===== config.mk =====
export PLATFORM = sky130hd
export DESIGN_NAME = system_misc_control
export DESIGN_NICKNAME = d
export VERILOG_FILES = /design/src/misc_ctrl_pkg.sv /design/src/system_misc_control.sv
export SDC_FILE = /design/constraint.sdc
export NUM_CORES = 1
export LEC_CHECK = 0
export BUFFER_PORTS_ARGS = -buffer_cell sky130_fd_sc_hd__buf_2
export CAP_MARGIN = 20
export CORE_ASPECT_RATIO = 0.8
export CORE_MARGIN = 3
export CORE_UTILIZATION = 35
export DETAILED_ROUTE_END_ITERATION = 8
export GPL_TIMING_DRIVEN = 0
export PLACE_DENSITY = 0.68
export SLEW_MARGIN = 25
export SYNTH_ARGS = -nofsm -noshare
export SYNTH_HDL_FRONTEND = slang
export SYNTH_SLANG_ARGS = --single-unit

===== constraint.sdc =====
create_clock -name aclk -period 1.5 [get_ports aclk]
set_input_delay 0.45 -clock aclk [delete_from_list [all_inputs] [get_ports aclk]]
set_output_delay 0.45 -clock aclk [all_outputs]
set_load 0.03 [all_outputs]

===== src/misc_ctrl_pkg.sv =====
// package: register map, field layout, modes and reset values of the system control register
package misc_ctrl_pkg;

    // ====================================================================
    // register map
    localparam logic [3:0] sysctl_off = 4'h0;   // system_control_reg
    localparam logic [3:0] access_off = 4'h4;   // external access request/status

    // ====================================================================
    // field layout
    localparam int stretch_lsb = 2;
    localparam int hhalf_bit   = 1;
    localparam int pmen_bit    = 0;

    // ====================================================================
    // reset values
    localparam logic [1:0] stretch_rst = 2'h3;
    localparam logic       hhalf_rst   = 1'b0;

    // ====================================================================
    // operating modes, three mode pins
    typedef enum logic [2:0] {
        mode_special_single = 3'h0,
        mode_special_exp    = 3'h1,
        mode_special_periph = 3'h2,
        mode_special_test   = 3'h3,
        mode_normal_single  = 3'h4,
        mode_normal_exp_n   = 3'h5,
        mode_emul_exp_w     = 3'h6,
        mode_normal_exp_w   = 3'h7
    } op_mode_t;

    // ====================================================================
    // system control fields
    typedef struct packed {
        logic [1:0] external_stretch_field;
        logic       program_mem_high_half_only;
        logic       program_mem_map_enable;
    } sysctl_t;

    // special modes allow rewriting at any time
    function automatic logic is_special(input op_mode_t m);
        is_special = (m[2] == 1'b0);
    endfunction : is_special

    // single-chip and peripheral: no external bus
    function automatic logic has_ext_bus(input op_mode_t m);
        has_ext_bus = !(m == mode_special_single || m == mode_special_periph
                        || m == mode_normal_single);
    endfunction : has_ext_bus

endpackage : misc_ctrl_pkg


===== src/system_misc_control.sv =====
// file: system control register with AXI4-Lite slave and external access stretcher
//
// Design decisions made here: the register offsets and the AXI4-Lite interface to the registers.
`timescale 1ns/1ps

// Operation
// - written value takes effect next cycle
// - normal modes write once, special anytime
// - stretch field adds 0..3 bus cycles
// - stretch ignored in single-chip, peripheral
// - high-half-only blocks low fixed pages
// - clear high-half-only allows low pages
// - enable bit maps program memory in
// - enable reset value set by mode, parameter
// - readable always, per-field write permission
// - timing clock high phase stretched
module system_misc_control #(
    parameter logic pmen_rst_normal = 1'b1,
    parameter logic pmen_rst_test   = 1'b0
) (
    // clock and reset
    input  wire logic        aclk,
    input  wire logic        aresetn,
    // mode pins, sampled at reset release
    input  wire logic [2:0]  mode_pins,
    // axi4-lite write
    input  wire logic [3:0]  s_axi_awaddr,
    input  wire logic        s_axi_awvalid,
    output logic             s_axi_awready,
    input  wire logic [31:0] s_axi_wdata,
    input  wire logic [3:0]  s_axi_wstrb,
    input  wire logic        s_axi_wvalid,
    output logic             s_axi_wready,
    output logic [1:0]       s_axi_bresp,
    output logic             s_axi_bvalid,
    input  wire logic        s_axi_bready,
    // axi4-lite read
    input  wire logic [3:0]  s_axi_araddr,
    input  wire logic        s_axi_arvalid,
    output logic             s_axi_arready,
    output logic [31:0]      s_axi_rdata,
    output logic [1:0]       s_axi_rresp,
    output logic             s_axi_rvalid,
    input  wire logic        s_axi_rready,
    // memory map decode
    input  wire logic        low_fixed_page_hit,
    output logic             program_mem_visible,
    output logic             low_fixed_page_enable,
    // external access timing
    output logic             ext_access_busy,
    output logic             bus_timing_clock
);

    // ====================================================================
    // mode capture
    logic [2:0]                  mode_s1_q;
    logic [2:0]                  mode_s2_q;
    logic                        rst_seen_q;
    misc_ctrl_pkg::op_mode_t     mode_q;

    always_ff @(posedge aclk) begin
        mode_s1_q <= mode_pins;
        mode_s2_q <= mode_s1_q;
    end

    // mode latched on the first clock after release, a strap and not a reset value
    always_ff @(posedge aclk) begin
        if (!aresetn) begin
            rst_seen_q <= 1'b0;
        end else begin
            rst_seen_q <= 1'b1;
        end
    end

    always_ff @(posedge aclk) begin
        if (!aresetn) begin
            mode_q <= misc_ctrl_pkg::mode_special_single;
        end else if (!rst_seen_q) begin
            mode_q <= misc_ctrl_pkg::op_mode_t'(mode_s2_q);
        end
    end

    // ====================================================================
    // axi4-lite write path
    logic        aw_held_q;
    logic        w_held_q;
    logic [3:0]  awaddr_q;
    logic [31:0] wdata_q;
    logic        wstrb0_q;
    logic        bvalid_q;
    logic [1:0]  bresp_q;
    logic        wr_fire;

    assign s_axi_awready = !aw_held_q && !bvalid_q;
    assign s_axi_wready  = !w_held_q && !bvalid_q;
    assign wr_fire       = aw_held_q && w_held_q && !bvalid_q;
    assign s_axi_bvalid  = bvalid_q;
    assign s_axi_bresp   = bresp_q;

    always_ff @(posedge aclk) begin
        if (!aresetn) begin
            aw_held_q <= 1'b0;
            awaddr_q  <= 4'h0;
        end else if (s_axi_awvalid && s_axi_awready) begin
            aw_held_q <= 1'b1;
            awaddr_q  <= s_axi_awaddr;
        end else if (wr_fire) begin
            aw_held_q <= 1'b0;
        end
    end

    always_ff @(posedge aclk) begin
        if (!aresetn) begin
            w_held_q <= 1'b0;
            wdata_q  <= 32'h0000_0000;
            wstrb0_q <= 1'b0;
        end else if (s_axi_wvalid && s_axi_wready) begin
            w_held_q <= 1'b1;
            wdata_q  <= s_axi_wdata;
            wstrb0_q <= s_axi_wstrb[0];
        end else if (wr_fire) begin
            w_held_q <= 1'b0;
        end
    end

    always_ff @(posedge aclk) begin
        if (!aresetn) begin
            bvalid_q <= 1'b0;
            bresp_q  <= 2'h0;
        end else if (wr_fire) begin
            bvalid_q <= 1'b1;
            bresp_q  <= (awaddr_q == misc_ctrl_pkg::sysctl_off) ? 2'h0 : 2'h2;
        end else if (s_axi_bready) begin
            bvalid_q <= 1'b0;
        end
    end

    // ====================================================================
    // system control register
    misc_ctrl_pkg::sysctl_t ctl_q;
    logic [2:0]             wrote_q;
    logic                   ctl_wr;
    logic                   anytime;

    assign ctl_wr  = wr_fire && wstrb0_q && (awaddr_q == misc_ctrl_pkg::sysctl_off);
    assign anytime = misc_ctrl_pkg::is_special(mode_q);

    // one write per field in normal modes, tracked per field
    always_ff @(posedge aclk) begin
        if (!aresetn || !rst_seen_q) begin
            ctl_q.external_stretch_field     <= misc_ctrl_pkg::stretch_rst;
            ctl_q.program_mem_high_half_only <= misc_ctrl_pkg::hhalf_rst;
            ctl_q.program_mem_map_enable     <=
                (aresetn && mode_s2_q == misc_ctrl_pkg::mode_special_test)
                    ? pmen_rst_test : pmen_rst_normal;
            wrote_q <= 3'h0;
        end else if (ctl_wr) begin
            if (anytime || !wrote_q[2]) begin
                ctl_q.external_stretch_field <= wdata_q[misc_ctrl_pkg::stretch_lsb +: 2];
                wrote_q[2]                   <= 1'b1;
            end
            if (anytime || !wrote_q[1]) begin
                ctl_q.program_mem_high_half_only <= wdata_q[misc_ctrl_pkg::hhalf_bit];
                wrote_q[1]                       <= 1'b1;
            end
            if (anytime || !wrote_q[0]) begin
                ctl_q.program_mem_map_enable <= wdata_q[misc_ctrl_pkg::pmen_bit];
                wrote_q[0]                   <= 1'b1;
            end
        end
    end

    // ====================================================================
    // axi4-lite read path
    logic        rvalid_q;
    logic [31:0] rdata_q;
    logic [1:0]  rresp_q;

    assign s_axi_arready = !rvalid_q;
    assign s_axi_rvalid  = rvalid_q;
    assign s_axi_rdata   = rdata_q;
    assign s_axi_rresp   = rresp_q;

    always_ff @(posedge aclk) begin
        if (!aresetn) begin
            rvalid_q <= 1'b0;
            rdata_q  <= 32'h0000_0000;
            rresp_q  <= 2'h0;
        end else if (s_axi_arvalid && s_axi_arready) begin
            rvalid_q <= 1'b1;
            rresp_q  <= 2'h0;
            unique case (s_axi_araddr)
                misc_ctrl_pkg::sysctl_off:
                    rdata_q <= {28'h0000000, ctl_q};
                misc_ctrl_pkg::access_off:
                    rdata_q <= {28'h0000000, bus_timing_clock, ext_access_busy,
                                misc_ctrl_pkg::has_ext_bus(mode_q), 1'b0};
                default: begin
                    rdata_q <= 32'h0000_0000;
                    rresp_q <= 2'h2;
                end
            endcase
        end else if (s_axi_rready) begin
            rvalid_q <= 1'b0;
        end
    end

    // ====================================================================
    // memory map decode, registered fields so a write acts a cycle later
    assign program_mem_visible   = ctl_q.program_mem_map_enable;
    assign low_fixed_page_enable = ctl_q.program_mem_map_enable
                                 && !ctl_q.program_mem_high_half_only
                                 && low_fixed_page_hit;

    // ====================================================================
    // external access stretcher: a write of 1 to bit 0 of access_off starts one access when idle, in a mode with an external bus
    typedef enum logic [2:0] {
        st_idle  = 3'b001,
        st_low   = 3'b010,
        st_high  = 3'b100
    } acc_state_t;

    acc_state_t state_q;
    logic [1:0] stretch_cnt_q;
    logic       acc_start;

    assign acc_start = wr_fire && wstrb0_q && wdata_q[0]
                     && (awaddr_q == misc_ctrl_pkg::access_off)
                     && misc_ctrl_pkg::has_ext_bus(mode_q);

    always_ff @(posedge aclk) begin
        if (!aresetn) begin
            state_q       <= st_idle;
            stretch_cnt_q <= 2'h0;
        end else begin
            unique case (state_q)
                st_idle: if (acc_start) begin
                    state_q <= st_low;
                end
                st_low: begin
                    state_q       <= st_high;
                    stretch_cnt_q <= ctl_q.external_stretch_field;
                end
                st_high: if (stretch_cnt_q == 2'h0) begin
                    state_q <= st_idle;
                end else begin
                    stretch_cnt_q <= stretch_cnt_q - 2'h1;
                end
                default: state_q <= st_idle;
            endcase
        end
    end

    assign ext_access_busy  = (state_q != st_idle);
    assign bus_timing_clock = (state_q == st_high);
endmodule : system_misc_control


* After elaboration in Yosys (flattened, before gate mapping)
Cells that the tools add are included.
** Storage, ports and cells
- Register bits :: 71
- Output and inout bits :: 45
- Bits of input ports :: 55
** Cells by class
- Mux-type cells :: 20
- Reductions and logical operators :: 50
- $add $sub $neg :: 1
- Equal/unequal tests :: 12
- Bitwise gates (word level) :: 1
** Operators with widths (number)
- logical AND 1 bit :: 15
- nonzero test 2 bit :: 7
- 2-to-1 mux 1 bit :: 12
- AND reduction 2 bit :: 6
- zero test 1 bit :: 11
- equality test 3 x 2 -> 1 bit, second input constant :: 3
- case mux 3 bit (3 select lines) :: 1
- equality test 4 x 3 -> 1 bit, second input constant :: 2
- zero test 4 bit :: 2
- case mux 4 bit (2 select lines) :: 1
- equality test 3 bit, second input constant :: 2
- logical OR 1 bit :: 6
- 2-to-1 mux 2 bit :: 3
- 2-to-1 mux 3 bit :: 2
- inequality test 2 bit, second input constant :: 2
- case mux 2 bit (2 select lines) :: 1
- equality test 3 x 1 -> 1 bit, second input constant :: 1
- zero test 3 bit :: 1
- inequality test 3 x 1 -> 1 bit, second input constant :: 1
- zero test 2 bit :: 1
- inequality test 2 x 1 -> 1 bit, second input constant :: 1
- OR reduction 2 bit :: 1
- subtractor 2 x 1 -> 2 bit, second input constant :: 1
- NOT 1 bit :: 1

* Longest topological paths before layout
Gate-level depths: netlist of run 1.
- Word-level depth :: 8
- Depth in mapped cells :: 5
- Depth with buffers taken out :: 5

* Worst setup path after synthesis of run 1
Ideal clock, no wire load.
- Path kind :: reg-to-output
- Start :: register state_q[1]
- End :: output port bus_timing_clock
- Cell stages (with the launch flop) :: 3
- Slack :: -0.294 ns
- Arrival :: 1.344 ns
- Cells stage by stage :: dfxtp_1 clkbuf_1 nor3b_1
** On the way
- Word-level cells in the longest chain between the ends :: 1
** RTL lines
- start, declared :: RTL line system_misc_control.sv:223 : acc_state_t state_q;
- start signal, assigned :: RTL line system_misc_control.sv:233 : state_q <= st_idle;
- start signal, assigned :: RTL line system_misc_control.sv:238 : state_q <= st_low;
- start signal, assigned :: RTL line system_misc_control.sv:241 : state_q <= st_high;
- equality test 3 bit :: RTL line system_misc_control.sv:255 : assign bus_timing_clock = (state_q == st_high);
- end, declared :: RTL line system_misc_control.sv:51 : output logic bus_timing_clock
No other way between the ends.

* Worst setup path after layout of run 1
- Start :: register state_q[1]
- End :: output port ext_access_busy
** On the way
- Word-level cells in the longest chain between the ends :: 1
** RTL lines
- inequality test 3 x 1 -> 1 bit :: RTL line system_misc_control.sv:254 : assign ext_access_busy = (state_q != st_idle);
- end, declared :: RTL line system_misc_control.sv:50 : output logic ext_access_busy,
No other way between the ends.

==> flow_summary.html, run 1 <==
<table>
<tr><th>Metric</th><th>Value</th></tr>
<tr><th colspan="2">Worst setup path</th></tr>
<tr><td>Reg-to-reg slack, setup</td><td>-110 ps</td></tr>
<tr><td>Arrival @ worst endpoint</td><td>1190 ps</td></tr>
<tr><td>Setup crit end kind</td><td>output pin</td></tr>
<tr><td>Worst R2R End</td><td>state_q[0]$_SDFFE_PN1P_</td></tr>
<tr><td>Required time of the critical path</td><td>1050 ps</td></tr>
<tr><td>Worst R2R Path Depth</td><td>3</td></tr>
<tr><td>Top Family by Delay on Critical Path</td><td>simple AND/OR/NAND/NOR gates</td></tr>
<tr><td>Startpoint kind of the worst setup timing path</td><td>flop</td></tr>
<tr><td>Crit path kind</td><td>reg -&gt; out</td></tr>
<tr><td>Startpoint of the worst register-to-register path</td><td>awaddr_q[0]$_SDFFE_PN0P_</td></tr>
<tr><td>Critical path peak fanout</td><td>3</td></tr>
<tr><td>Sequence of cells on the critical path</td><td>or3b_4 -&gt; buf_6</td></tr>
<tr><td>Startpoint of the most critical setup path</td><td>state_q[1]$_SDFFE_PN0P_</td></tr>
<tr><td>Worst path slowest cell</td><td>sky130_fd_sc_hd__or3b_4</td></tr>
<tr><td>Buffering stage count on the worst path with inverters included</td><td>1</td></tr>
<tr><td>Delay of the slowest cell on the worst path</td><td>400 ps</td></tr>
<tr><th colspan="2">Clocking</th></tr>
<tr><td>Total number of clock tree sinks</td><td>41</td></tr>
<tr><td>Clock latency on the worst-skew pair</td><td>290 ps</td></tr>
<tr><td>CTS Buf Count</td><td>5</td></tr>
<tr><td>Clock tree from TritonCTS</td><td>done</td></tr>
<tr><td>Count of H-tree levels built during CTS</td><td>2</td></tr>
<tr><td>Largest buffer count on any clock path</td><td>2</td></tr>
<tr><td>Clock Root Buffer</td><td>sky130_fd_sc_hd__clkbuf_8</td></tr>
<tr><td>Clock transition time at the flip-flop clock pins of the worst setup and hold paths</td><td>80 ps</td></tr>
<tr><th colspan="2">Global routing</th></tr>
<tr><td>First-pass GRT wire length</td><td>6368 um</td></tr>
<tr><td>Overflow after GRT</td><td>0</td></tr>
<tr><td>Vias in the first global route</td><td>1366</td></tr>
<tr><td>Overall routing resource usage</td><td>13.07%</td></tr>
<tr><td>Pin count of the biggest net entering global routing</td><td>15</td></tr>
<tr><td>Antenna violations before repair</td><td>0</td></tr>
<tr><th colspan="2">Worst hold path</th></tr>
<tr><td>Hold Path End</td><td>mode_s1_q[0]$_DFF_P_</td></tr>
<tr><td>Worst Min Path Start</td><td>mode_pins[0]</td></tr>
<tr><td>Worst hold-check path type</td><td>in -&gt; reg</td></tr>
<tr><td>Worst Hold Path Cells</td><td>1</td></tr>
<tr><th colspan="2">Cells and area</th></tr>
<tr><td>Final instance area</td><td>0.002601 mm^2</td></tr>
<tr><td>Fill cells</td><td>454</td></tr>
<tr><td>Nets</td><td>340</td></tr>
<tr><td>Proportion of layout cells with a drive suffix above 1</td><td>42.46%</td></tr>
<tr><td>Most frequent cells in the layout</td><td>sky130_fd_sc_hd__buf_4 (44), sky130_fd_sc_hd__buf_2 (33), sky130_fd_sc_hd__dfxtp_1 (31)</td></tr>
<tr><td>Post-route core utilization</td><td>54.00%</td></tr>
<tr><td>Ant diodes</td><td>0</td></tr>
<tr><td>Most common library cell in the layout ignoring fill and taps</td><td>sky130_fd_sc_hd__buf_4</td></tr>
<tr><td>Area added between synthesis and finish</td><td>41.24%</td></tr>
<tr><th colspan="2">Yosys</th></tr>
<tr><td>Ys Warns</td><td>0</td></tr>
<tr><td>Number of distinct standard cells referenced by the synthesized netlist</td><td>42</td></tr>
<tr><td>Async SR Flop Fraction</td><td>0%</td></tr>
<tr><td>Gate count of the mapped netlist</td><td>198</td></tr>
<tr><td>Simple logic cell fraction of the synthesized area</td><td>20.18%</td></tr>
<tr><td>Ys flop type</td><td>sky130_fd_sc_hd__dfxtp_1</td></tr>
<tr><td>Post-synthesis adder-cell area fraction</td><td>0.6793%</td></tr>
<tr><td>Parity-gate share of the synthesized area counting xor and xnor cells</td><td>0.4755%</td></tr>
<tr><td>Multiplexer area fraction after synthesis</td><td>8.152%</td></tr>
<tr><td>Netlist Area Pre-Place</td><td>0.001842 mm^2</td></tr>
<tr><td>Fraction of the mapped netlist area in compound gates</td><td>10.12%</td></tr>
<tr><td>Combinational family with the most area after synthesis</td><td>simple AND/OR/NAND/NOR gates</td></tr>
<tr><td>Total of flip-flops plus latches after synthesis</td><td>41</td></tr>
<tr><td>Syn avg cell area</td><td>9.302 um^2</td></tr>
<tr><td>Number of synthesized flops with an enable pin</td><td>1</td></tr>
<tr><td>Seq/Total Area, Yosys</td><td>45.11%</td></tr>
<tr><th colspan="2">Flow run</th></tr>
<tr><td>Number of max-cap violations</td><td>0</td></tr>
<tr><th colspan="2">Timing</th></tr>
<tr><td>RSZ-0062 raised after global routing</td><td>true</td></tr>
<tr><td>TNS Setup</td><td>-361.2 ps</td></tr>
<tr><td>Minimum setup slack in the final design</td><td>-139.1 ps</td></tr>
<tr><td>Clock skew after layout</td><td>4.866 ps</td></tr>
<tr><td>Max-slew violations</td><td>0</td></tr>
<tr><td>Max Clock Freq</td><td>0.6101 GHz</td></tr>
<tr><td>Hold violation count in the final report</td><td>0</td></tr>
<tr><td>Slew of the pin with the lowest slew margin</td><td>539.9 ps</td></tr>
<tr><td>Crit share post-route</td><td>109.3%</td></tr>
<tr><td>Slew margin rel.</td><td>63.85%</td></tr>
<tr><td>Total setup violations reported at the end of the flow</td><td>3</td></tr>
<tr><td>Final worst path period need</td><td>1639 ps</td></tr>
<tr><th colspan="2">Run status</th></tr>
<tr><td>Violated checks</td><td>setup timing</td></tr>
<tr><td>Outcome</td><td>finished with violations</td></tr>
<tr><th colspan="2">Route</th></tr>
<tr><td>Via count normalized by instance count</td><td>4.328</td></tr>
<tr><td>First-pass iteration count of the detailed router</td><td>4</td></tr>
<tr><td>Post-route antenna net violation count</td><td>0</td></tr>
<tr><td>Via count of the routed design</td><td>1493</td></tr>
<tr><td>WL final</td><td>3906 um</td></tr>
<tr><td>DRC violations left</td><td>0</td></tr>
<tr><td>Routed len/inst</td><td>11.32 um</td></tr>
<tr><td>Initial drt markers</td><td>50</td></tr>
<tr><th colspan="2">Place</th></tr>
<tr><td>Area post-placement</td><td>0.002248 mm^2</td></tr>
<tr><td>Final HPWL from detailed placement</td><td>2726 um</td></tr>
<tr><td>Number of input and output port buffers inserted</td><td>38</td></tr>
<tr><td>Routability congestion estimate</td><td>0.7191</td></tr>
<tr><th colspan="2">Floorplanning</th></tr>
<tr><td>Number of cell rows</td><td>22</td></tr>
<tr><td>Die Span X</td><td>87.11 um</td></tr>
<tr><td>Std-Cell Core Area</td><td>0.004817 mm^2</td></tr>
<tr><td>Number of placed I/O pins</td><td>100</td></tr>
<tr><td>Area enclosed by the die boundary</td><td>0.006174 mm^2</td></tr>
<tr><td>Chip Height</td><td>70.88 um</td></tr>
<tr><td>Initial standard-cell utilization of the core</td><td>38.23%</td></tr>
<tr><th colspan="2">Power</th></tr>
<tr><td>Overall power consumption</td><td>2526 uW</td></tr>
<tr><td>Power Dens Cells</td><td>971.1 mW/mm^2</td></tr>
<tr><td>Peak supply drop</td><td>0.7664 mV</td></tr>
<tr><td>Leakage</td><td>0.001231 uW</td></tr>
</table>
[power by group]
| part | internal [uW] | leakage (uW) | switching (uW) |
|---|---|---|---|
| Combinational | 170 | 0.000824 | 243 |
| Clock | 536 | 0.0000651 | 396 |
| Sequential | 1130 | 0.000342 | 46.8 |
| Total | 1840 | 0.00123 | 686 |
[synth_stat cells, types with 2 or more instances]
cell | count | area [um^2]
sky130_fd_sc_hd__mux2i_1 | 15 | 150.1
sky130_fd_sc_hd__nand3_1 | 6 | 30.03
sky130_fd_sc_hd__dfxtp_1 | 40 | 800.8
sky130_fd_sc_hd__nand3b_1 | 3 | 22.52
sky130_fd_sc_hd__buf_4 | 30 | 225.2
sky130_fd_sc_hd__or4b_2 | 2 | 20.02
sky130_fd_sc_hd__nand2b_1 | 4 | 25.02
sky130_fd_sc_hd__clkbuf_1 | 7 | 26.28
sky130_fd_sc_hd__nor3_1 | 3 | 15.01
sky130_fd_sc_hd__nor2_1 | 22 | 82.58
sky130_fd_sc_hd__o21ai_0 | 5 | 25.02
sky130_fd_sc_hd__nor2b_1 | 2 | 12.51
sky130_fd_sc_hd__nor3b_2 | 2 | 25.02
sky130_fd_sc_hd__nand4_1 | 2 | 12.51
sky130_fd_sc_hd__nand2_1 | 10 | 37.54
sky130_fd_sc_hd__o21a_1 | 3 | 22.52
sky130_fd_sc_hd__a31oi_1 | 3 | 18.77
sky130_fd_sc_hd__inv_1 | 7 | 26.28
sky130_fd_sc_hd__or3b_2 | 2 | 17.52
sky130_fd_sc_hd__a21oi_1 | 8 | 40.04
[logic make-up (layout without fill, tap and decap cells)]
kind of cell             count (synthesis)  in the layout
buffers and inverters                   44            102
adder cells (fa/ha/maj)                  1              1
multiplexers                            15             15
AO/OA/AOI/OAI                           28             28
flip-flops                              41             41
other                                    1             30
AND/OR/NAND/NOR                         67             67
XOR/XNOR                                 1              1
[stage by stage]
stage	cells	hold WS [ps]	setup WS [ps]
after floorplan	227	309.6	-74.57
after CTS	342	242.7	-163.8
after global routing	345	236.5	-163.2
final	345	250.2	-139.1
after global placement	325	312.2	-353.6
after detailed placement	325	315.1	-390.1
[flip-flops by register name, indices dropped and copies added (netlist names)]
name                 flops
mode_s2_q                3
ctl_q                    3
aw_held_q                1
wstrb0_q                 1
wrote_q                  3
s_axi_bresp              1
s_axi_bvalid             1
mode_s1_q                3
stretch_cnt_q            2
s_axi_rdata              4
w_held_q                 1
program_mem_visible      1
mode_q                   3
state_q                  3
rst_seen_q               1
s_axi_rvalid             1
awaddr_q                 4
wdata_q                  4
s_axi_rresp              1
[layer usage]
| metal | up-vias | share of wire [%] | global-route usage [%] | wire length, um |
|---|---|---|---|---|
| met5 | - | 0 | 0 | 0 |
| met4 | 0 | 0.92 | 4.600 | 36 |
| met3 | 4 | 7.7 | 3.609 | 300 |
| met2 | 46 | 44 | 19.29 | 1704 |
| met1 | 652 | 48 | 18.26 | 1866 |
| li1 | 791 | - | - | - |
[timing repair]
action | in CTS | in global routing
setup endpoints to repair | 11 | 10
gates resized for setup | 29 | 7
endpoints found under the hold margin | 0 | 0
pin swaps | 4 | 7
gates cloned | 0 | 0
hold buffers | 0 | 0
setup buffers | 11 | 4
[area by class of cell]
class,count,area [um^2],area share (%)
inverters,7,26.28,1.010
repair buffers,53,342.8,13.18
clock inverters,1,8.758,0.3367
clock buffers,7,118.9,4.570
plain buffers,34,241.5,9.283
flip-flops and latches,41,852.1,32.76
well taps,60,75.07,2.886
multi-input cells,142,935.9,35.98
[worst max-delay path by stage]
stage	to	slack (ps)	cells past startpoint
2_1_floorplan	state_q[0]$_SDFFE_PN1P_	-70	4
3_3_place_gp	program_mem_visible$_DFFE_PP_	-350	5
3_5_place_dp	program_mem_visible$_DFFE_PP_	-390	5
4_1_cts	ext_access_busy	-160	2
5_1_grt	ext_access_busy	-160	2
6_report	ext_access_busy	-140	2
Power figures use the tool's default switching activity.
==> inputs of run 2 (changes only) <==
- ABC_AREA: unset -> 1
==> run 2 against run 1 <==
  * The flow still finishes with violations (setup timing)
  * First-iteration DRC count grew 2.0%
  * Synthesized cell count grew 22%
  * Sequential power is essentially flat
  * Non-clock buffer count shrank 15
  * Power shrank 4.8%
  * Via count grew 5.1%
  * Utilization shrank 5.0 points
  * Highest routed layer unchanged
==> flow_summary.html, run 2 <==
<table>
<tr><th>Metric</th><th>Value</th></tr>
<tr><th colspan="2">Cells and area</th></tr>
<tr><td>Fill cells</td><td>494 (+8.8%)</td></tr>
<tr><td>Final instance count without filler cells</td><td>379 (+9.9%)</td></tr>
<tr><td>Most frequent cells in the layout</td><td>sky130_fd_sc_hd__nor2_1 (48), sky130_fd_sc_hd__nand2_1 (37), sky130_fd_sc_hd__dfxtp_1 (36)</td></tr>
<tr><td>Nets</td><td>374 (+10%)</td></tr>
<tr><td>Final instance area</td><td>0.002346 mm^2 (-9.8%)</td></tr>
<tr><td>Area added between synthesis and finish</td><td>28.69%</td></tr>
<tr><td>Area used by sequential logic in the layout</td><td>835.8 um^2 (-1.9%)</td></tr>
<tr><td>Ant diodes</td><td>0 (unchanged)</td></tr>
<tr><td>Proportion of layout cells with a drive suffix above 1</td><td>31.35% (-11 points)</td></tr>
<tr><td>Most common library cell in the layout ignoring fill and taps</td><td>sky130_fd_sc_hd__nor2_1</td></tr>
<tr><td>Multi-input gate area</td><td>793.3 um^2 (-15%)</td></tr>
<tr><th colspan="2">Worst setup path</th></tr>
<tr><td>Required time of the critical path</td><td>1050 ps (about the same)</td></tr>
<tr><td>Setup crit end kind</td><td>output pin</td></tr>
<tr><td>Arrival @ worst endpoint</td><td>1070 ps (-120 ps)</td></tr>
<tr><td>Crit path kind</td><td>reg -&gt; out</td></tr>
<tr><td>Startpoint kind of the worst setup timing path</td><td>flop</td></tr>
<tr><td>Startpoint of the most critical setup path</td><td>program_mem_visible$_DFFE_PP_</td></tr>
<tr><td>Critical path peak fanout</td><td>3 (unchanged)</td></tr>
<tr><td>Startpoint of the worst register-to-register path</td><td>w_held_q$_SDFFE_PN0P_</td></tr>
<tr><th colspan="2">Place</th></tr>
<tr><td>Area post-placement</td><td>0.002197 mm^2 (-2.3%)</td></tr>
<tr><td>Number of input and output port buffers inserted</td><td>38 (unchanged)</td></tr>
<tr><td>Final HPWL from detailed placement</td><td>3048 um (+12%)</td></tr>
<tr><td>Routability congestion estimate</td><td>0.7819 (+8.7%)</td></tr>
<tr><td>Number of placed instances, taps included</td><td>369 (+14%)</td></tr>
<tr><th colspan="2">Clocking</th></tr>
<tr><td>Clock tree from TritonCTS</td><td>done</td></tr>
<tr><td>Clock Root Buffer</td><td>sky130_fd_sc_hd__clkbuf_8</td></tr>
<tr><td>Clock latency on the worst-skew pair</td><td>290 ps (about the same)</td></tr>
<tr><td>Clock transition time at the flip-flop clock pins of the worst setup and hold paths</td><td>80 ps (about the same)</td></tr>
<tr><td>CTS Buf Count</td><td>5 (unchanged)</td></tr>
<tr><td>Count of H-tree levels built during CTS</td><td>2 (unchanged)</td></tr>
<tr><td>Largest buffer count on any clock path</td><td>2 (unchanged)</td></tr>
<tr><td>Number of hold-repair buffers added at the cts stage</td><td>0 (unchanged)</td></tr>
<tr><td>Total number of clock tree sinks</td><td>41 (unchanged)</td></tr>
<tr><th colspan="2">Timing</th></tr>
<tr><td>Final worst path period need</td><td>1524 ps (-115.2 ps)</td></tr>
<tr><td>Clock skew after layout</td><td>3.678 ps (-1.188 ps)</td></tr>
<tr><td>Total setup violations reported at the end of the flow</td><td>1 (-2)</td></tr>
<tr><td>Minimum setup slack in the final design</td><td>-23.91 ps (+115.2 ps)</td></tr>
<tr><td>Crit share post-route</td><td>101.6% (-7.7 points)</td></tr>
<tr><td>Max Clock Freq</td><td>0.6562 GHz (+7.6%)</td></tr>
<tr><td>Max-slew violations</td><td>0 (unchanged)</td></tr>
<tr><td>RSZ-0062 raised after global routing</td><td>true</td></tr>
<tr><td>WHS</td><td>257.5 ps (+7.308 ps)</td></tr>
<tr><td>Hold violation count in the final report</td><td>0 (unchanged)</td></tr>
<tr><th colspan="2">Yosys</th></tr>
<tr><td>Ys flop type</td><td>sky130_fd_sc_hd__dfxtp_1</td></tr>
<tr><td>Cell types with the largest area share after synthesis</td><td>sky130_fd_sc_hd__dfxtp_1 (44%), sky130_fd_sc_hd__buf_4 (12%), sky130_fd_sc_hd__nor2_1 (10%)</td></tr>
<tr><td>Async SR Flop Fraction</td><td>0% (unchanged)</td></tr>
<tr><td>Seq/Total Area, Yosys</td><td>45.57% (+0.46 points)</td></tr>
<tr><td>Number of synthesized flops with an enable pin</td><td>1 (unchanged)</td></tr>
<tr><td>Fraction of synthesized cell area taken by the top area cell type</td><td>43.93% (+0.45 points)</td></tr>
<tr><td>Gate count of the mapped netlist</td><td>242 (+22%)</td></tr>
<tr><td>Total of flip-flops plus latches after synthesis</td><td>41 (unchanged)</td></tr>
<tr><td>Leading cell type by number of instances after synthesis</td><td>sky130_fd_sc_hd__nor2_1</td></tr>
<tr><td>Netlist Area Pre-Place</td><td>0.001823 mm^2 (-1.0%)</td></tr>
<tr><td>Syn avg cell area</td><td>7.533 um^2 (-19%)</td></tr>
<tr><td>Ys Warns</td><td>0 (unchanged)</td></tr>
<tr><td>Top cell types by occurrence after synthesis</td><td>sky130_fd_sc_hd__nor2_1 (50), sky130_fd_sc_hd__dfxtp_1 (40), sky130_fd_sc_hd__nand2_1 (37), sky130_fd_sc_hd__buf_4 (30), sky130_fd_sc_hd__inv_1 (25)</td></tr>
<tr><td>Cell taking the most area after synthesis</td><td>sky130_fd_sc_hd__dfxtp_1</td></tr>
<tr><td>Number of distinct standard cells referenced by the synthesized netlist</td><td>30 (-29%)</td></tr>
<tr><th colspan="2">Worst hold path</th></tr>
<tr><td>Worst hold-check path type</td><td>in -&gt; reg</td></tr>
<tr><td>Worst Min Path Start</td><td>mode_pins[0]</td></tr>
<tr><th colspan="2">Floorplanning</th></tr>
<tr><td>Die Span X</td><td>86.69 um (-0.48%)</td></tr>
<tr><td>Initial standard-cell utilization of the core</td><td>38.06% (-0.17 points)</td></tr>
<tr><td>Number of placed I/O pins</td><td>100 (unchanged)</td></tr>
<tr><td>Chip Height</td><td>70.55 um (-0.47%)</td></tr>
<tr><td>Area enclosed by the die boundary</td><td>0.006116 mm^2 (-0.94%)</td></tr>
<tr><td>Std-Cell Core Area</td><td>0.004790 mm^2 (-0.57%)</td></tr>
<tr><td>Number of cell rows</td><td>22 (unchanged)</td></tr>
<tr><th colspan="2">Global routing</th></tr>
<tr><td>Overall routing resource usage</td><td>12.68% (-0.38 points)</td></tr>
<tr><td>Pin count of the biggest net entering global routing</td><td>13 (-2)</td></tr>
<tr><td>Overflow after GRT</td><td>0 (unchanged)</td></tr>
<tr><td>Vias in the first global route</td><td>1343 (-1.7%)</td></tr>
<tr><td>First-pass GRT wire length</td><td>6023 um (-5.4%)</td></tr>
<tr><td>Antenna violations before repair</td><td>0 (unchanged)</td></tr>
<tr><th colspan="2">Power</th></tr>
<tr><td>Peak supply drop</td><td>0.5506 mV (-28%)</td></tr>
<tr><td>Leakage</td><td>0.001240 uW (+0.72%)</td></tr>
<tr><td>Power Dens Cells</td><td>1025 mW/mm^2 (+5.5%)</td></tr>
<tr><th colspan="2">Route</th></tr>
<tr><td>Post-route antenna net violation count</td><td>0 (unchanged)</td></tr>
<tr><td>Via count of the routed design</td><td>1569 (+5.1%)</td></tr>
<tr><td>Routed len/inst</td><td>10.23 um (-9.6%)</td></tr>
<tr><td>Via count normalized by instance count</td><td>4.140 (-4.3%)</td></tr>
<tr><td>WL final</td><td>3878 um (-0.72%)</td></tr>
<tr><td>Initial drt markers</td><td>51 (+2.0%)</td></tr>
<tr><td>First-pass iteration count of the detailed router</td><td>4 (unchanged)</td></tr>
<tr><td>DRC violations left</td><td>0 (unchanged)</td></tr>
<tr><th colspan="2">Run status</th></tr>
<tr><td>Outcome</td><td>finished with violations</td></tr>
<tr><td>Violated checks</td><td>setup timing</td></tr>
<tr><th colspan="2">Flow run</th></tr>
<tr><td>Number of max-cap violations</td><td>0 (unchanged)</td></tr>
</table>
-- run 2: cell count changes after synthesis, sizes merged, moves of 4 or more --
cell    before  now
nor2        22   53
nand2       10   39
inv          7   26
mux2i       15    0
o21ai        5   16
nand3        6   13
clkbuf       7    1
nand2b       4    0
-- run 2: worst max-delay path, stage by stage (launching register included) --
cell and delay (ps):
sky130_fd_sc_hd__edfxtp_1 480, sky130_fd_sc_hd__nand2_1 100, sky130_fd_sc_hd__nor2_1 40, sky130_fd_sc_hd__buf_4 170
-- run 2: logic make-up (layout without fill, tap and decap cells) --
| family | count (synthesis) | count (layout) | share of synthesized area, % |
|---|---|---|---|
| AO/OA/AOI/OAI | 30 | 30 | 9.061 |
| adder cells (fa/ha/maj) | 1 | 1 | 0.6862 |
| buffers and inverters | 58 | 106 | 18.19 |
| flip-flops | 41 | 41 | 45.57 |
| other | 1 | 30 | 0.2057 |
| AND/OR/NAND/NOR | 111 | 111 | 26.29 |
-- run 2: area by class of cell --
cell class / count / share of cell area (%)
sequential: 41 / 35.63
multi-input combinational: 172 / 33.81
buffer: 32 / 9.973
timing repair buffer: 40 / 9.600
inverter: 26 / 4.267
tap: 60 / 3.200
clock buffer: 6 / 3.093
clock inverter: 2 / 0.4267
-- run 2: what timing repair did --
action,CTS,global route
pin swaps,1,1
endpoints found under the setup margin,3,5
gates resized for setup,8,14
buffers inserted,2,0
-- run 2: worst paths after layout --
kind	slack, ps	cells after the start	end
max	-20	3	low_fixed_page_enable
min reg2reg	330	0	mode_s2_q[0]$_DFF_P_
min	260	1	mode_s1_q[0]$_DFF_P_
max reg2reg	240	4	program_mem_visible$_DFFE_PP_
-- run 2: metal layers --
metal	wire length, um	vias to the layer above	part of all wire (%)	GRT usage [%]
li1	-	849	-	-
met1	1863	672	48	16.83
met2	1699	44	44	19.61
met3	281	4	7.2	3.958
met4	32	0	0.83	4.152
met5	0	-	0	0
-- run 2: power breakdown --
part / leakage, uW / internal [uW] / total [uW] / switching (uW)
Sequential: 0.000340 / 1160 / 1210 / 47.7
Clock: 0.0000450 / 322 / 691 / 369
Combinational: 0.000855 / 181 / 505 / 324
-- run 2: stage by stage --
step           total power, uW  worst slack (ps)  utilization (%)  TNS [ps]
4_1_cts                   2406            -56.22            48.30    -143.0
6_report                  2404            -23.91            48.98    -23.91
5_1_grt                   2537            -94.69            48.98    -171.3
3_5_place_dp              1696            -29.57            45.87    -29.57
2_1_floorplan             1588             21.50                -         0
3_3_place_gp              1691            -1.596            45.87    -1.596
==> inputs of run 3 (changes only) <==
- CORE_ASPECT_RATIO: 0.8 -> unset
- CORE_UTILIZATION: 35 -> 38
- PLACE_DENSITY: 0.68 -> 0.73
==> run 3 against run 2 <==
  * The run still ends with setup timing left
  * First-iteration DRC count shrank 5.9%
  * Clock skew shrank 0.52 ps
  * Global-route usage grew 0.76 points
  * Worst setup slack gained 7.3 ps
  * Non-clock buffer count grew 3
  * Utilization grew 3.5 points
  * Combinational power is essentially flat
  * Register-to-register slack is essentially flat
  * Power grew 2.2%
  * Clock power grew 8.1%
  * Worst hold slack lost 13 ps
  * Critical path depth is the same
  * Critical endpoint is now ext_access_busy
  * Largest cell class unchanged
  * Highest routed layer unchanged
==> flow_summary.html, run 3 (synthesis results as in run 2) <==
<table>
<tr><th>Metric</th><th>Value</th></tr>
<tr><th colspan="2">Route</th></tr>
<tr><td>DRC violations left</td><td>0 (unchanged)</td></tr>
<tr><td>WL final</td><td>3533 um (-8.9%)</td></tr>
<tr><td>Routed len/inst</td><td>9.447 um (-7.7%)</td></tr>
<tr><td>Via count normalized by instance count</td><td>4.182 (+1.0%)</td></tr>
<tr><td>First-pass iteration count of the detailed router</td><td>4 (unchanged)</td></tr>
<tr><td>Post-route antenna net violation count</td><td>0 (unchanged)</td></tr>
<tr><td>Initial drt markers</td><td>48 (-5.9%)</td></tr>
<tr><td>Via count of the routed design</td><td>1564 (-0.32%)</td></tr>
<tr><th colspan="2">Clocking</th></tr>
<tr><td>Largest buffer count on any clock path</td><td>2 (unchanged)</td></tr>
<tr><td>Count of H-tree levels built during CTS</td><td>2 (unchanged)</td></tr>
<tr><td>Clock latency on the worst-skew pair</td><td>300 ps (about the same)</td></tr>
<tr><td>Clock tree from TritonCTS</td><td>done</td></tr>
<tr><td>Total number of clock tree sinks</td><td>41 (unchanged)</td></tr>
<tr><td>Clock transition time at the flip-flop clock pins of the worst setup and hold paths</td><td>80 ps (about the same)</td></tr>
<tr><td>CTS Buf Count</td><td>5 (unchanged)</td></tr>
<tr><td>Clock Root Buffer</td><td>sky130_fd_sc_hd__clkbuf_8</td></tr>
<tr><th colspan="2">Floorplanning</th></tr>
<tr><td>Std-Cell Core Area</td><td>0.004504 mm^2 (-6.0%)</td></tr>
<tr><td>Chip Height</td><td>75.27 um (+6.7%)</td></tr>
<tr><td>Number of placed I/O pins</td><td>100 (unchanged)</td></tr>
<tr><td>Number of cell rows</td><td>24 (+9.1%)</td></tr>
<tr><td>Die Span X</td><td>75.27 um (-13%)</td></tr>
<tr><td>Area enclosed by the die boundary</td><td>0.005665 mm^2 (-7.4%)</td></tr>
<tr><td>Initial standard-cell utilization of the core</td><td>40.47% (+2.4 points)</td></tr>
<tr><th colspan="2">Worst hold path</th></tr>
<tr><td>Worst hold-check path type</td><td>in -&gt; reg</td></tr>
<tr><th colspan="2">Timing</th></tr>
<tr><td>Hold violation count in the final report</td><td>0 (unchanged)</td></tr>
<tr><td>RSZ-0062 raised after global routing</td><td>true</td></tr>
<tr><td>Max-slew violations</td><td>0 (unchanged)</td></tr>
<tr><td>Max Clock Freq</td><td>0.6594 GHz (+0.48%)</td></tr>
<tr><td>Crit share post-route</td><td>101.1% (-0.48 points)</td></tr>
<tr><td>Minimum setup slack in the final design</td><td>-16.64 ps (+7.271 ps)</td></tr>
<tr><td>Clock skew after layout</td><td>3.160 ps (-0.5184 ps)</td></tr>
<tr><td>Final worst path period need</td><td>1517 ps (-7.271 ps)</td></tr>
<tr><td>TNS Setup</td><td>-16.64 ps (+7.271 ps)</td></tr>
<tr><td>Total setup violations reported at the end of the flow</td><td>1 (unchanged)</td></tr>
<tr><td>WHS</td><td>244.2 ps (-13.27 ps)</td></tr>
<tr><th colspan="2">Worst setup path</th></tr>
<tr><td>Startpoint kind of the worst setup timing path</td><td>flop</td></tr>
<tr><td>Crit path kind</td><td>reg -&gt; out</td></tr>
<tr><td>Arrival @ worst endpoint</td><td>1070 ps (about the same)</td></tr>
<tr><td>Required time of the critical path</td><td>1050 ps (about the same)</td></tr>
<tr><td>Top Family by Delay on Critical Path</td><td>flip-flops</td></tr>
<tr><td>Sequence of cells on the critical path</td><td>nor3_4 -&gt; inv_2 -&gt; buf_6</td></tr>
<tr><td>Worst path slowest cell</td><td>sky130_fd_sc_hd__dfxtp_2</td></tr>
<tr><td>Critical path peak fanout</td><td>4 (+1)</td></tr>
<tr><td>Buffering stage count on the worst path with inverters included</td><td>2 (+1)</td></tr>
<tr><td>Setup crit end kind</td><td>output pin</td></tr>
<tr><td>Delay of the slowest cell on the worst path</td><td>350 ps (-130 ps)</td></tr>
<tr><th colspan="2">Power</th></tr>
<tr><td>Power Dens Cells</td><td>1039 mW/mm^2 (+1.4%)</td></tr>
<tr><td>Overall power consumption</td><td>2456 uW (+2.2%)</td></tr>
<tr><td>Peak supply drop</td><td>0.5605 mV (+1.8%)</td></tr>
<tr><td>Leakage</td><td>0.001252 uW (+1.0%)</td></tr>
<tr><th colspan="2">Place</th></tr>
<tr><td>Routability congestion estimate</td><td>0.8117 (+3.8%)</td></tr>
<tr><td>Number of input and output port buffers inserted</td><td>38 (unchanged)</td></tr>
<tr><td>Final HPWL from detailed placement</td><td>2752 um (-9.7%)</td></tr>
<tr><td>Number of placed instances, taps included</td><td>361 (-2.2%)</td></tr>
<tr><th colspan="2">Run status</th></tr>
<tr><td>Violated checks</td><td>setup timing</td></tr>
<tr><td>Outcome</td><td>finished with violations</td></tr>
<tr><th colspan="2">Cells and area</th></tr>
<tr><td>Proportion of layout cells with a drive suffix above 1</td><td>32.30% (+0.95 points)</td></tr>
<tr><td>Most frequent cells in the layout</td><td>sky130_fd_sc_hd__nor2_1 (48), sky130_fd_sc_hd__nand2_1 (37), sky130_fd_sc_hd__buf_4 (37)</td></tr>
<tr><td>Final instance count without filler cells</td><td>374 (-1.3%)</td></tr>
<tr><td>Area added between synthesis and finish</td><td>29.72%</td></tr>
<tr><td>Most common library cell in the layout ignoring fill and taps</td><td>sky130_fd_sc_hd__nor2_1</td></tr>
<tr><td>Post-route core utilization</td><td>52.50% (+3.5 points)</td></tr>
<tr><td>Ant diodes</td><td>0 (unchanged)</td></tr>
<tr><td>Fill cells</td><td>463 (-6.3%)</td></tr>
<tr><td>Nets</td><td>377 (+0.80%)</td></tr>
<tr><th colspan="2">Global routing</th></tr>
<tr><td>Antenna violations before repair</td><td>0 (unchanged)</td></tr>
<tr><td>Overall routing resource usage</td><td>13.44% (+0.76 points)</td></tr>
<tr><td>First-pass GRT wire length</td><td>5664 um (-6.0%)</td></tr>
<tr><td>Pin count of the biggest net entering global routing</td><td>16 (+3)</td></tr>
<tr><td>Overflow after GRT</td><td>0 (unchanged)</td></tr>
<tr><td>Vias in the first global route</td><td>1339 (-0.30%)</td></tr>
<tr><th colspan="2">Flow run</th></tr>
<tr><td>Number of max-cap violations</td><td>0 (unchanged)</td></tr>
</table>
[run 3: area by class of cell]
type                            count  area, um^2  area share (%)
Buffer                             32       234.0           9.894
Clock buffer                        5       68.82           2.910
Clock inverter                      3       25.02           1.058
Inverter                           26       100.1           4.233
Multi-Input combinational cell    172       785.8           33.23
Sequential cell                    41       838.3           35.45
Tap cell                           52       65.06           2.751
Timing Repair Buffer               43       247.7           10.48
[run 3: worst paths after layout]
check,start,to,slack (ps),cells after the start
max,state_q[2]$_SDFFE_PN0P_,ext_access_busy,-20,3
min,mode_pins[0],mode_s1_q[0]$_DFF_P_,240,1
max reg2reg,stretch_cnt_q[0]$_SDFFE_PN0P_,stretch_cnt_q[1]$_SDFFE_PN0P_,230,8
min reg2reg,mode_s1_q[2]$_DFF_P_,mode_s2_q[2]$_DFF_P_,330,0
[run 3: power breakdown]
part	internal, uW	switching (uW)	leakage [uW]	total [uW]
Clock	338	409	0.0000452	747
Combinational	187	319	0.000867	506
Sequential	1160	44.1	0.000340	1200
[run 3: stage by stage]
step	worst slack [ps]	instance area (um^2)
2_1_floorplan	21.50	1932
3_3_place_gp	10.56	2187
3_5_place_dp	11.78	2187
4_1_cts	-64.99	2330
5_1_grt	-71.80	2365
6_report	-16.64	2365
[run 3: metal layers]
layer / vias up / global-route usage (%) / wire length [um]
met5: - / 0 / 0
met4: 0 / 5.243 / 56
met3: 6 / 5.607 / 327
met2: 55 / 21.28 / 1600
met1: 647 / 16.26 / 1548
li1: 856 / - / -
[run 3: what timing repair did]
action / in CTS / in global routing
resized for setup: 11 / 11
hold buffers: 0 / 0
endpoints found under the hold margin: 0 / 0
pin swaps: 2 / 1
setup endpoints to repair: 3 / 5
setup buffers: 3 / 2
